**src/tm_cfg.svh**
```systemverilog
`ifndef TM_CFG_SVH
`define TM_CFG_SVH
// command byte addresses
`define TM_A_RT1   8'h01
`define TM_A_RT4   8'h04
`define TM_A_RSV0  8'h05
`define TM_A_RSV1  8'h06
`define TM_A_LOC   8'h07
`define TM_A_FRAC  8'h09
`define TM_A_ID    8'h0A
`define TM_A_AL1   8'h11
`define TM_A_AL4   8'h14
`define TM_A_ALR0  8'h15
`define TM_A_ALR1  8'h16
`define TM_A_ALL   8'h17
`define TM_A_OT1   8'h21
`define TM_A_OT4   8'h24
`define TM_A_OTR0  8'h25
`define TM_A_OTR1  8'h26
`define TM_A_CFG1  8'h41
`define TM_A_CFG2  8'h42
`define TM_A_CFG3  8'h43
`define TM_A_ST1   8'h44
`define TM_A_ST2   8'h45
`define TM_A_ST3   8'h46
// power-on values
`define TM_R_ZERO  8'h00
`define TM_R_ALL   8'h5A
`define TM_R_AL1   8'h6E
`define TM_R_AL2   8'h7F
`define TM_R_AL3   8'h64
`define TM_R_AL4   8'h64
`define TM_R_OT1   8'h6E
`define TM_R_OT4   8'h7F
`define TM_R_ALR   8'h64
`define TM_R_OTR   8'h5A
// result encoding and alarm figures
`define TM_T_MAX   8'h7F
`define TM_T_OPEN  8'hFF
`define TM_HYST    9'h004
// field positions
`define TM_C1_STOP 7
`define TM_C1_POR  6
`define TM_C1_TOD  5
`define TM_C1_FAST 4
`define TM_ST1_LOC 6
`define TM_OT_CH1  0
`define TM_OT_CH4  3
`define TM_OT_MASK 8'h09
// channel indices, remote 1..4 then local
`define TM_CH_R1   3'h0
`define TM_CH_R4   3'h3
`define TM_CH_LOC  3'h4
// bus and timing
`define TM_ARA     7'h0C
`define TM_CLK_NS  4
`define TM_TOUT_NS 37000000
`define TM_FLT_NS  4000000
`endif

```
**src/tm_pkg.sv**
```systemverilog
package tm_pkg;
    typedef enum logic [2:0] {BS_IDLE, BS_RX, BS_ACK, BS_TX, BS_MACK}
        tm_bus_st_t;
    typedef enum logic [1:0] {PH_ADDR, PH_CMD, PH_DATA} tm_phase_t;
    typedef enum logic [1:0] {SQ_IDLE, SQ_WAIT, SQ_FAULT} tm_seq_st_t;
endpackage

```
**src/tm_smbus_regs.sv**
```systemverilog
// Overview of operation
// - main results are whole degrees, clamped to 7Fh above, 00h below
// - channel 1 fraction sits in bits 7:5 of low byte, eighth steps
// - reading low byte freezes channel 1 high byte until read or timeout
// - an open or shorted diode stores FFh as the channel value
// - a diode fault sets that channel's fault status bit
// - an open diode never raises alert or overtemperature outputs
// - fault detection waits about 4ms, then goes to next channel
// - seven writable limits: five alert used, two overtemperature
// - alert asserts when a reading exceeds its channel's alert limit
// - status 1 read or alert response completion releases alert
// - alert reasserts at next conversion end if condition persists
// - alert never pauses the conversion sequence
// - alert pin is only pulled low, open drain
// - every alert source is maskable by configuration bits
// - temperature values at 07 and 01 to 04, read only, reset 00
// - channel 1 fraction readable at 09, reset 00
// - three configuration registers at 41 to 43, reset 00
// - three status registers at 44 to 46, read only, reset 00
// - limit registers reset to their listed values
// - maker code readable at 0A
// - receive byte returns register chosen by last command byte
// - overtemperature holds until reading drops below limit minus 4
`timescale 1ns/1ps
`include "tm_cfg.svh"
module tm_smbus_regs import tm_pkg::*; #(
    parameter logic [6:0] DEV_ADDR   = 7'h1A,
    parameter logic [7:0] MAKER_CODE = 8'h5C, // arbitrary value
    parameter int         TOUT_CYC   = `TM_TOUT_NS / `TM_CLK_NS,
    parameter int         FAULT_CYC  = `TM_FLT_NS / `TM_CLK_NS
) (
    // clock and reset
    input  wire logic        clock_i,
    input  wire logic        rst_n_i,
    // smbus pins
    input  wire logic        smb_clk_i,
    input  wire logic        smb_data_i,
    output logic             smb_data_o,
    output logic             smb_data_oe_o,
    // alarm pins, open drain
    output logic             alert_o,
    output logic             alert_oe_o,
    output logic             over_temp_out_o,
    output logic             over_temp_out_oe_o,
    // measurement front end
    output logic             meas_start_o,
    output logic [2:0]       meas_chan_o,
    input  wire logic        meas_done_i,
    input  wire logic [11:0] meas_value_i,
    input  wire logic        meas_open_i,
    input  wire logic        meas_short_i
);
    localparam int CW = 24;

    logic [2:0]  scl_sy, sda_sy;
    logic        scl_f, sda_f, scl_q, sda_q;
    logic        start_ev, stop_ev, scl_rise, scl_fall;
    tm_bus_st_t  bs;
    tm_phase_t   ph;
    logic [2:0]  bcnt;
    logic        full;
    logic [7:0]  sh, tx, ptr;
    logic        is_rd, is_ara;
    logic [CW-1:0] tcnt;
    logic        bus_to, rd_fire, wr_fire, ara_done;
    logic [7:0]  rd_mux;
    logic [7:0]  temp_reg [5];
    logic [7:0]  alim_reg [5];
    logic [7:0]  frac_reg, otl1_reg, otl4_reg;
    logic [7:0]  cfg1_reg, cfg2_reg, cfg3_reg;
    logic [7:0]  st1_reg, st2_reg, st3_reg;
    logic        por_reg, reg_rst, lock_reg;
    logic [CW-1:0] lcnt;
    tm_seq_st_t  sq;
    logic [2:0]  sq_ch, sq_oth, nxt_ch, nxt_oth;
    logic [CW-1:0] fcnt;
    logic        conv_ev, fault, a_hit, a_mask, ot_ch;
    logic [7:0]  enc, ot_lim;
    logic [2:0]  s1_idx;
    logic [2:0]  ot_idx;

    // whole degrees from eighths, clamped
    function automatic logic [7:0] tm_enc(input logic [11:0] v);
        if (v[11])
            return `TM_R_ZERO;
        else if (v[11:3] > {1'b0, `TM_T_MAX})
            return `TM_T_MAX;
        else
            return v[10:3];
    endfunction

    // three-flop pin sampling, change taken when stages 2 and 3 agree
    always_ff @(posedge clock_i) begin
        if (!rst_n_i) begin
            scl_sy <= 3'h7;
            sda_sy <= 3'h7;
            scl_f  <= 1'b1;
            sda_f  <= 1'b1;
            scl_q  <= 1'b1;
            sda_q  <= 1'b1;
        end else begin
            scl_sy <= {scl_sy[1:0], smb_clk_i};
            sda_sy <= {sda_sy[1:0], smb_data_i};
            if (scl_sy[2] == scl_sy[1])
                scl_f <= scl_sy[2];
            if (sda_sy[2] == sda_sy[1])
                sda_f <= sda_sy[2];
            scl_q <= scl_f;
            sda_q <= sda_f;
        end
    end

    assign start_ev = scl_f && scl_q && sda_q && !sda_f;
    assign stop_ev  = scl_f && scl_q && !sda_q && sda_f;
    assign scl_rise = scl_f && !scl_q;
    assign scl_fall = !scl_f && scl_q;
    assign bus_to   = !cfg1_reg[`TM_C1_TOD] && tcnt == CW'(TOUT_CYC - 1);
    // reads take effect when the byte is loaded for sending
    assign rd_fire  = bs == BS_ACK && scl_fall && is_rd && !is_ara;
    assign wr_fire  = bs == BS_RX && scl_fall && full && ph == PH_DATA;
    assign ara_done = bs == BS_MACK && scl_rise && is_ara;

    // clock-low timeout frees a stuck bus
    always_ff @(posedge clock_i) begin
        if (!rst_n_i || scl_f || bus_to)
            tcnt <= '0;
        else
            tcnt <= tcnt + CW'(1);
    end

    // smbus slave byte engine
    always_ff @(posedge clock_i) begin
        if (!rst_n_i) begin
            bs            <= BS_IDLE;
            ph            <= PH_ADDR;
            bcnt          <= 3'h0;
            full          <= 1'b0;
            sh            <= 8'h00;
            tx            <= 8'h00;
            ptr           <= `TM_R_ZERO;
            is_rd         <= 1'b0;
            is_ara        <= 1'b0;
            smb_data_oe_o <= 1'b0;
        end else if (start_ev) begin
            // repeated start keeps the pointer
            bs            <= BS_RX;
            ph            <= PH_ADDR;
            bcnt          <= 3'h0;
            full          <= 1'b0;
            smb_data_oe_o <= 1'b0;
        end else if (stop_ev || bus_to) begin
            bs            <= BS_IDLE;
            smb_data_oe_o <= 1'b0;
        end else begin
            case (bs)
                BS_RX: begin
                    if (scl_rise) begin
                        sh   <= {sh[6:0], sda_f};
                        bcnt <= bcnt + 3'h1;
                        full <= bcnt == 3'h7;
                    end else if (scl_fall && full) begin
                        full <= 1'b0;
                        if (ph == PH_ADDR) begin
                            is_rd  <= sh[0];
                            is_ara <= sh[7:1] == `TM_ARA;
                            if (sh[7:1] == DEV_ADDR) begin
                                ph            <= PH_CMD;
                                bs            <= BS_ACK;
                                smb_data_oe_o <= 1'b1;
                            end else if (sh[7:1] == `TM_ARA && sh[0]
                                         && alert_oe_o) begin
                                bs            <= BS_ACK;
                                smb_data_oe_o <= 1'b1;
                            end else begin
                                bs <= BS_IDLE;
                            end
                        end else begin
                            if (ph == PH_CMD)
                                ptr <= sh;
                            ph            <= PH_DATA;
                            bs            <= BS_ACK;
                            smb_data_oe_o <= 1'b1;
                        end
                    end
                end
                BS_ACK: begin
                    if (scl_fall) begin
                        bcnt <= 3'h0;
                        if (is_rd) begin
                            tx            <= is_ara ? {DEV_ADDR, 1'b0}
                                                    : rd_mux;
                            smb_data_oe_o <= is_ara ? !DEV_ADDR[6]
                                                    : !rd_mux[7];
                            bs            <= BS_TX;
                        end else begin
                            smb_data_oe_o <= 1'b0;
                            bs            <= BS_RX;
                        end
                    end
                end
                BS_TX: begin
                    // losing arbitration on the alert response
                    if (scl_rise && is_ara && !smb_data_oe_o && !sda_f) begin
                        bs <= BS_IDLE;
                    end else if (scl_fall) begin
                        bcnt <= bcnt + 3'h1;
                        tx   <= {tx[6:0], 1'b0};
                        if (bcnt == 3'h7) begin
                            smb_data_oe_o <= 1'b0;
                            bs            <= BS_MACK;
                        end else begin
                            smb_data_oe_o <= !tx[6];
                        end
                    end
                end
                BS_MACK: begin
                    // host leaves the last byte unacknowledged
                    if (scl_rise)
                        bs <= (sda_f || is_ara) ? BS_IDLE : BS_ACK;
                end
                default: bs <= BS_IDLE;
            endcase
        end
    end

    // register read mux, reserved slots answer their reset values
    always_comb begin
        if (ptr >= `TM_A_RT1 && ptr <= `TM_A_RT4)
            rd_mux = temp_reg[3'(ptr - `TM_A_RT1)];
        else if (ptr == `TM_A_LOC)
            rd_mux = temp_reg[`TM_CH_LOC];
        else if (ptr == `TM_A_FRAC)
            rd_mux = frac_reg;
        else if (ptr == `TM_A_ID)
            rd_mux = MAKER_CODE;
        else if (ptr >= `TM_A_AL1 && ptr <= `TM_A_AL4)
            rd_mux = alim_reg[3'(ptr - `TM_A_AL1)];
        else if (ptr == `TM_A_ALR0 || ptr == `TM_A_ALR1)
            rd_mux = `TM_R_ALR;
        else if (ptr == `TM_A_ALL)
            rd_mux = alim_reg[`TM_CH_LOC];
        else if (ptr == `TM_A_OT1)
            rd_mux = otl1_reg;
        else if (ptr == `TM_A_OT4)
            rd_mux = otl4_reg;
        else if (ptr == `TM_A_OTR0 || ptr == `TM_A_OTR1)
            rd_mux = `TM_R_OTR;
        else if (ptr == `TM_A_CFG1)
            rd_mux = cfg1_reg;
        else if (ptr == `TM_A_CFG2)
            rd_mux = cfg2_reg;
        else if (ptr == `TM_A_CFG3)
            rd_mux = cfg3_reg;
        else if (ptr == `TM_A_ST1)
            rd_mux = st1_reg;
        else if (ptr == `TM_A_ST2)
            rd_mux = st2_reg;
        else if (ptr == `TM_A_ST3)
            rd_mux = st3_reg;
        else
            rd_mux = `TM_R_ZERO;
    end

    // conversion result decode
    assign conv_ev = sq == SQ_WAIT && meas_done_i && !cfg1_reg[`TM_C1_STOP];
    // the local sensor has no diode, so no fault can be flagged on it
    assign fault   = (meas_open_i || meas_short_i) && sq_ch != `TM_CH_LOC;
    assign enc     = fault ? `TM_T_OPEN : tm_enc(meas_value_i);
    assign s1_idx  = sq_ch == `TM_CH_LOC ? 3'(`TM_ST1_LOC) : sq_ch;
    assign a_hit   = !fault && enc > alim_reg[sq_ch];
    assign a_mask  = cfg2_reg[s1_idx];
    assign ot_ch   = sq_ch == `TM_CH_R1 || sq_ch == `TM_CH_R4;
    assign ot_lim  = sq_ch == `TM_CH_R1 ? otl1_reg : otl4_reg;
    assign ot_idx  = sq_ch == `TM_CH_R1 ? 3'(`TM_OT_CH1) : 3'(`TM_OT_CH4);
    assign reg_rst = !rst_n_i || por_reg;

    // soft reset pulse from the configuration write
    always_ff @(posedge clock_i) begin
        if (!rst_n_i)
            por_reg <= 1'b0;
        else
            por_reg <= wr_fire && ptr == `TM_A_CFG1 && sh[`TM_C1_POR];
    end

    // writable registers
    always_ff @(posedge clock_i) begin
        if (reg_rst) begin
            cfg1_reg                <= `TM_R_ZERO;
            cfg2_reg                <= `TM_R_ZERO;
            cfg3_reg                <= `TM_R_ZERO;
            alim_reg[0]             <= `TM_R_AL1;
            alim_reg[1]             <= `TM_R_AL2;
            alim_reg[2]             <= `TM_R_AL3;
            alim_reg[3]             <= `TM_R_AL4;
            alim_reg[`TM_CH_LOC]    <= `TM_R_ALL;
            otl1_reg                <= `TM_R_OT1;
            otl4_reg                <= `TM_R_OT4;
        end else if (wr_fire) begin
            if (ptr == `TM_A_CFG1) begin
                cfg1_reg              <= sh;
                cfg1_reg[`TM_C1_POR]  <= 1'b0;  // self clearing
            end else if (ptr == `TM_A_CFG2)
                cfg2_reg <= sh;
            else if (ptr == `TM_A_CFG3)
                cfg3_reg <= sh;
            else if (ptr >= `TM_A_AL1 && ptr <= `TM_A_AL4)
                alim_reg[3'(ptr - `TM_A_AL1)] <= sh;
            else if (ptr == `TM_A_ALL)
                alim_reg[`TM_CH_LOC] <= sh;
            else if (ptr == `TM_A_OT1)
                otl1_reg <= sh;
            else if (ptr == `TM_A_OT4)
                otl4_reg <= sh;
        end
    end

    // high byte hold after the fraction is read
    always_ff @(posedge clock_i) begin
        if (reg_rst) begin
            lock_reg <= 1'b0;
            lcnt     <= '0;
        end else if (rd_fire && ptr == `TM_A_FRAC) begin
            lock_reg <= 1'b1;
            lcnt     <= '0;
        end else if (rd_fire && ptr == `TM_A_RT1) begin
            lock_reg <= 1'b0;
        end else if (lock_reg) begin
            lcnt <= lcnt + CW'(1);
            if (lcnt == CW'(TOUT_CYC - 1))
                lock_reg <= 1'b0;
        end
    end

    // temperature results
    always_ff @(posedge clock_i) begin
        if (reg_rst) begin
            for (int i = 0; i < 5; i++)
                temp_reg[i] <= `TM_R_ZERO;
            frac_reg <= `TM_R_ZERO;
        end else if (conv_ev && !(lock_reg && sq_ch == `TM_CH_R1)) begin
            temp_reg[sq_ch] <= enc;
            if (sq_ch == `TM_CH_R1)
                frac_reg <= fault ? `TM_R_ZERO
                                  : {meas_value_i[2:0], 5'h00};
        end
    end

    // status flags; a hit in the clearing cycle wins over the read
    always_ff @(posedge clock_i) begin
        if (reg_rst) begin
            st1_reg <= `TM_R_ZERO;
            st2_reg <= `TM_R_ZERO;
            st3_reg <= `TM_R_ZERO;
        end else begin
            if (rd_fire && ptr == `TM_A_ST1)
                st1_reg <= `TM_R_ZERO;
            if (conv_ev && a_hit)
                st1_reg[s1_idx] <= 1'b1;
            if (conv_ev && ot_ch && !fault) begin
                if (enc > ot_lim)
                    st2_reg[ot_idx] <= 1'b1;
                else if ({1'b0, enc} + `TM_HYST < {1'b0, ot_lim})
                    st2_reg[ot_idx] <= 1'b0;
            end
            if (conv_ev && sq_ch != `TM_CH_LOC)
                st3_reg[sq_ch] <= fault;
        end
    end

    // alarm pins, low drive only; outputs carry a constant zero
    always_ff @(posedge clock_i) begin
        if (reg_rst) begin
            alert_oe_o         <= 1'b0;
            over_temp_out_oe_o <= 1'b0;
        end else begin
            if (conv_ev && a_hit && !a_mask)
                alert_oe_o <= 1'b1;
            else if (ara_done || (rd_fire && ptr == `TM_A_ST1))
                alert_oe_o <= 1'b0;
            over_temp_out_oe_o <= |(st2_reg & ~cfg3_reg & `TM_OT_MASK);
        end
    end

    always_ff @(posedge clock_i) begin
        smb_data_o      <= 1'b0;
        alert_o         <= 1'b0;
        over_temp_out_o <= 1'b0;
    end

    // next channel, fast mode interleaves channel 1
    always_comb begin
        nxt_ch  = sq_ch == `TM_CH_LOC ? `TM_CH_R1 : sq_ch + 3'h1;
        nxt_oth = sq_oth;
        if (cfg1_reg[`TM_C1_FAST]) begin
            if (sq_ch == `TM_CH_R1) begin
                nxt_ch  = sq_oth == `TM_CH_LOC ? 3'h1 : sq_oth + 3'h1;
                nxt_oth = nxt_ch;
            end else begin
                nxt_ch  = `TM_CH_R1;
            end
        end
    end

    // conversion sequencer; alert state is not an input here
    always_ff @(posedge clock_i) begin
        if (reg_rst) begin
            sq           <= SQ_IDLE;
            sq_ch        <= `TM_CH_R1;
            sq_oth       <= `TM_CH_LOC;
            fcnt         <= '0;
            meas_start_o <= 1'b0;
            meas_chan_o  <= `TM_CH_R1;
        end else begin
            meas_start_o <= 1'b0;
            case (sq)
                SQ_IDLE: begin
                    if (!cfg1_reg[`TM_C1_STOP]) begin
                        meas_start_o <= 1'b1;
                        meas_chan_o  <= sq_ch;
                        sq           <= SQ_WAIT;
                    end
                end
                SQ_WAIT: begin
                    // standby drops the conversion in flight
                    if (cfg1_reg[`TM_C1_STOP]) begin
                        sq <= SQ_IDLE;
                    end else if (meas_done_i && fault) begin
                        fcnt <= '0;
                        sq   <= SQ_FAULT;
                    end else if (meas_done_i) begin
                        sq_ch  <= nxt_ch;
                        sq_oth <= nxt_oth;
                        sq     <= SQ_IDLE;
                    end
                end
                SQ_FAULT: begin
                    fcnt <= fcnt + CW'(1);
                    if (fcnt == CW'(FAULT_CYC - 1)) begin
                        sq_ch  <= nxt_ch;
                        sq_oth <= nxt_oth;
                        sq     <= SQ_IDLE;
                    end
                end
                default: sq <= SQ_IDLE;
            endcase
        end
    end

    property p_clamp;
        @(posedge clock_i) disable iff (!rst_n_i)
        temp_reg[`TM_CH_LOC] <= `TM_T_MAX;
    endproperty
    a_clamp: assert property (p_clamp)
        else $error("local result above clamp");

    property p_frac_low;
        @(posedge clock_i) disable iff (!rst_n_i)
        conv_ev && sq_ch == `TM_CH_R1 && !lock_reg && !fault |=>
            frac_reg == {3'($past(meas_value_i)), 5'h00};
    endproperty
    a_frac_low: assert property (p_frac_low)
        else $error("fraction byte wrong");

    property p_hold;
        @(posedge clock_i) disable iff (!rst_n_i)
        lock_reg && !por_reg |=> $stable(temp_reg[`TM_CH_R1]);
    endproperty
    a_hold: assert property (p_hold)
        else $error("held high byte changed");

    property p_open_val;
        @(posedge clock_i) disable iff (!rst_n_i)
        conv_ev && sq_ch == 3'h1 && meas_open_i |=>
            temp_reg[1] == `TM_T_OPEN && st3_reg[1];
    endproperty
    a_open_val: assert property (p_open_val)
        else $error("open diode not recorded");

    property p_open_quiet;
        @(posedge clock_i) disable iff (!rst_n_i)
        conv_ev && fault && !alert_oe_o |=> !alert_oe_o;
    endproperty
    a_open_quiet: assert property (p_open_quiet)
        else $error("open diode raised alert");

    property p_fault_wait;
        @(posedge clock_i) disable iff (!rst_n_i)
        conv_ev && fault |=> sq == SQ_FAULT ##1 sq == SQ_FAULT;
    endproperty
    a_fault_wait: assert property (p_fault_wait)
        else $error("fault wait skipped");

    property p_alert_set;
        @(posedge clock_i) disable iff (!rst_n_i)
        conv_ev && a_hit && !a_mask |=> alert_oe_o && st1_reg[$past(s1_idx)];
    endproperty
    a_alert_set: assert property (p_alert_set)
        else $error("alert not raised");

    property p_alert_clr;
        @(posedge clock_i) disable iff (!rst_n_i)
        rd_fire && ptr == `TM_A_ST1 && !conv_ev |=> !alert_oe_o;
    endproperty
    a_alert_clr: assert property (p_alert_clr)
        else $error("alert not released");

    property p_hyst;
        @(posedge clock_i) disable iff (!rst_n_i)
        conv_ev && sq_ch == `TM_CH_R1 && !fault && st2_reg[`TM_OT_CH1] &&
            {1'b0, enc} + `TM_HYST >= {1'b0, otl1_reg} |=>
            st2_reg[`TM_OT_CH1];
    endproperty
    a_hyst: assert property (p_hyst)
        else $error("overtemperature dropped inside hysteresis");
endmodule

```
**config.mk**
```make
export PLATFORM = sky130hd
export DESIGN_NAME = tm_smbus_regs
export DESIGN_NICKNAME = d
export VERILOG_FILES = /design/src/tm_pkg.sv /design/src/tm_smbus_regs.sv
export VERILOG_INCLUDE_DIRS = /design/src
export SDC_FILE = /design/constraint.sdc
export NUM_CORES = 1
export LEC_CHECK = 0
export BUFFER_PORTS_ARGS = -buffer_cell sky130_fd_sc_hd__buf_4
export CAP_MARGIN = 10
export CORE_MARGIN = 5
export CORE_UTILIZATION = 37
export CTS_CLUSTER_DIAMETER = 120
export CTS_CLUSTER_SIZE = 8
export DETAILED_ROUTE_END_ITERATION = 10
export GPL_TIMING_DRIVEN = 0
export PLACE_DENSITY = 0.62
export SLEW_MARGIN = 40
export SYNTH_ARGS = -nofsm -noshare
export SYNTH_HDL_FRONTEND = slang
export SYNTH_SLANG_ARGS = --single-unit
```
**constraint.sdc**
```tcl
create_clock -name clock_i -period 7.5 [get_ports clock_i]
set_input_delay 1.125 -clock clock_i [delete_from_list [all_inputs] [get_ports clock_i]]
set_output_delay 1.125 -clock clock_i [all_outputs]
set_load 0.01 [all_outputs]
```
==> flow_metrics.env <==
export IMPL_status="complete, no violations"
export IMPL_crit_path_end_kind="flip-flop"
export IMPL_placed_area_um2=17370
export IMPL_slew_violations=0
export IMPL_cap_violations=0
export IMPL_start_util=0.3719
export IMPL_grt_first_pass_wirelength_mm=77.22
export IMPL_portBuffers=25
export IMPL_ys_flop_type="dfxtp_1"
export IMPL_powerDensity_nw_per_um2=213.4
export IMPL_wl_mm=50.33
export IMPL_wl_per_cell_um=21.79
export IMPL_layout_nets=1752
export IMPL_die_h_um=220.4
export IMPL_die_x_um=220.4
export IMPL_crit_fanout=14
export IMPL_cpMaxStageDelayCell="clkbuf_1"
export IMPL_ys_seq_elements=324
export IMPL_crit_chain="clkbuf_1 -> inv_1 -> ha_1 -> nand2_1 -> nand2_1 -> inv_1 -> clkbuf_1 -> nor2_1 -> inv_1 -> nand3_1 -> nor4_1 -> ha_1 -> a21oi_1 -> o21ai_0 -> a21boi_0 -> nand2_1 -> a32o_1"
export IMPL_synth_top_area_share=0.2396
export IMPL_mostFrequentLayoutCell="nor2_1"
export IMPL_post_route_period_util=0.7550
export IMPL_ys_top_cells_by_area="dfxtp_1, edfxtp_1, mux4_2, mux2i_1, nor2_1"
export IMPL_gp_congestion=0.9734
export IMPL_tritoncts="yes"
export IMPL_ctsLongestPathBuffers=3
export IMPL_final_area_um2=18680
export IMPL_grt_pass1_vias=12910
export IMPL_area_growth_syn_to_layout_pct=14.07
export IMPL_cts_htree_levels=2
export IMPL_netlist_instances=1618
export IMPL_fin_crit_ns=5.663
export IMPL_grt_usage=0.2069
export IMPL_yosys_area_top_type="dfxtp_1"
export IMPL_drt_iter0_drc=1328
export IMPL_postCtsSetupBuffers=0
export IMPL_dr_total_vias=13190
export IMPL_finalSetupTns_ns=0
export IMPL_synth_cell_types=86
export IMPL_antenna_found_initial=0
export IMPL_drt_first_pass_iters=6
export IMPL_ant_nets=0
export IMPL_worst_pin_slew_ns=0.9129
export IMPL_max_slew_margin_rel=0.3914
export IMPL_instances_no_fill=2310
export IMPL_drive_above_1_share=0.1083
export IMPL_drcViolationCount=0
export IMPL_postCtsHoldBufs=0
export IMPL_setup_viol=0
export IMPL_synth_area_um2=16370
export IMPL_rsz0062_at_grt="no"
export IMPL_p_leak_uw=0.006463
export IMPL_ctsResizeCount=0
export IMPL_grt_max_degree=15
export IMPL_grt_overflow_total=0
export IMPL_fmax_ghz=0.1766
export IMPL_cp_required_ns=7.95
export IMPL_critical_path_max_stage_delay_ns=0.71
export IMPL_skew_ns=0.03142
export IMPL_dp_hpwl_mm=36.62
export IMPL_synth_edf_count=128
export IMPL_cts_clk_slew_worst_paths_ns=0.05
export IMPL_clock_latency_ns=0.56
export IMPL_ys_seq_area_frac=0.4744
export IMPL_core_um2=44030
export IMPL_ys_warnings_count=0
export IMPL_cp_start_kind="flip-flop"
export IMPL_worst_setup_path_type="flip-flop to flip-flop"
export IMPL_numClockSinks=324
export IMPL_avgSynthCellArea_um2=10.12
export IMPL_worstPathArrival_ns=6.11
export IMPL_vias_per_cell=5.711
export IMPL_hold_path_class="flip-flop to flip-flop"
export IMPL_cts_made_buffers=46
export IMPL_hold_violations=0
export IMPL_row_count=77
export IMPL_cts_root_buf="clkbuf_16"
export IMPL_layout_common_cells="nor2_1, dfxtp_1, nand2_1"
export IMPL_io_pins=29
export IMPL_numPlacedInstances=2239
export IMPL_design_die_area_um2=48560
export IMPL_ys_async_sr_fraction=0
export IMPL_peakVddDrop_uv=145.1
Yosys cell counts (all sizes together), types with 5 or more instances:
| library cell | n |
|---|---|
| a211oi | 10 |
| mux4 | 49 |
| nand2 | 144 |
| a22oi | 8 |
| buf | 21 |
| nand2b | 46 |
| and4 | 6 |
| ha | 38 |
| clkbuf | 61 |
| edfxtp | 128 |
| o211ai | 13 |
| nor2b | 32 |
| dfxtp | 196 |
| o21a | 6 |
| a22o | 8 |
| xnor2 | 24 |
| and2 | 28 |
| o21ai | 62 |
| o22ai | 7 |
| a21oi | 79 |
| nand4 | 20 |
| and3 | 24 |
| nor4 | 15 |
| nor3b | 5 |
| o31ai | 5 |
| mux2i | 82 |
| a31oi | 9 |
| nor4b | 8 |
| nand3 | 59 |
| or3 | 24 |
| inv | 31 |
| or4b | 6 |
| or4 | 6 |
| a32o | 5 |
| a311oi | 10 |
| nor3 | 28 |
| nand3b | 7 |
| nor2 | 218 |
| xor2 | 24 |
worst paths after layout:
kind                            startpoint        end  cells past startpoint  slack (ns)
worst min register to register   scl_sy[0]  scl_sy[1]                      1        0.42
worst min-delay path             scl_sy[0]  scl_sy[1]                      1        0.42
worst max-delay path              sq_ch[0]  flip-flop                     17        1.84
worst max register to register    sq_ch[0]  flip-flop                     17        1.84
critical path, delay by kind of cell, from the launching register on:
| kind | cells | cell delay (ns) |
|---|---|---|
| compound gates | 4 | 0.90 |
| buf+inv | 5 | 2.08 |
| simple gates | 6 | 1.57 |
| fa+ha+maj | 2 | 0.67 |
| flops | 1 | 0.33 |
final cells by class:
class	instances	area, µm²
antenna	1	2.502
timing repair buffer	27	197.7
tap	592	740.7
clock buffer	67	1230
buffer	82	344.1
sequential	324	7767
fill	4256	25350
multi-input combinational	1183	8213
inverter	31	116.4
clock inverter	3	66.31
where the power goes:
part | internal, µW | leakage, µW | switching, µW
Combinational | 68.7 | 0.00302 | 124
Sequential | 1860 | 0.00282 | 17.6
Clock | 1160 | 0.000622 | 762
kinds of logic (layout without fill, tap and decap cells):
logic type,count (synthesis),after routing,synth area share
AND/OR/NAND/NOR,694,694,0.2166
flip-flops,324,324,0.4744
AO/OA/AOI/OAI,266,266,0.1067
multiplexers,134,134,0.1196
buffers and inverters,113,210,0.02781
XOR/XNOR,48,48,0.02567
adder cells (fa/ha/maj),38,38,0.02904
other,1,4,0.0002290
layer usage:
| metal | track usage | up-vias | wire length [µm] |
|---|---|---|---|
| met5 | 0 | - | 0 |
| met4 | 0.08841 | 0 | 2226 |
| met3 | 0.03694 | 114 | 3730 |
| met2 | 0.3293 | 519 | 23260 |
| met1 | 0.2789 | 6473 | 21110 |
| li1 | - | 6087 | - |
through the flow:
step	setup slack (ns)	total power, µW	hold WS (ns)	util
floorplan	3.449	2024	0.3863	-
global placement	1.991	2096	0.3991	0.3932
detailed placement	2.006	2101	0.4026	0.3945
CTS	1.923	4014	0.4309	0.4239
global route	1.626	4108	0.4348	0.4242
finish	1.837	3986	0.4210	0.4242
Note: power is estimated with default switching activity, not from simulation.
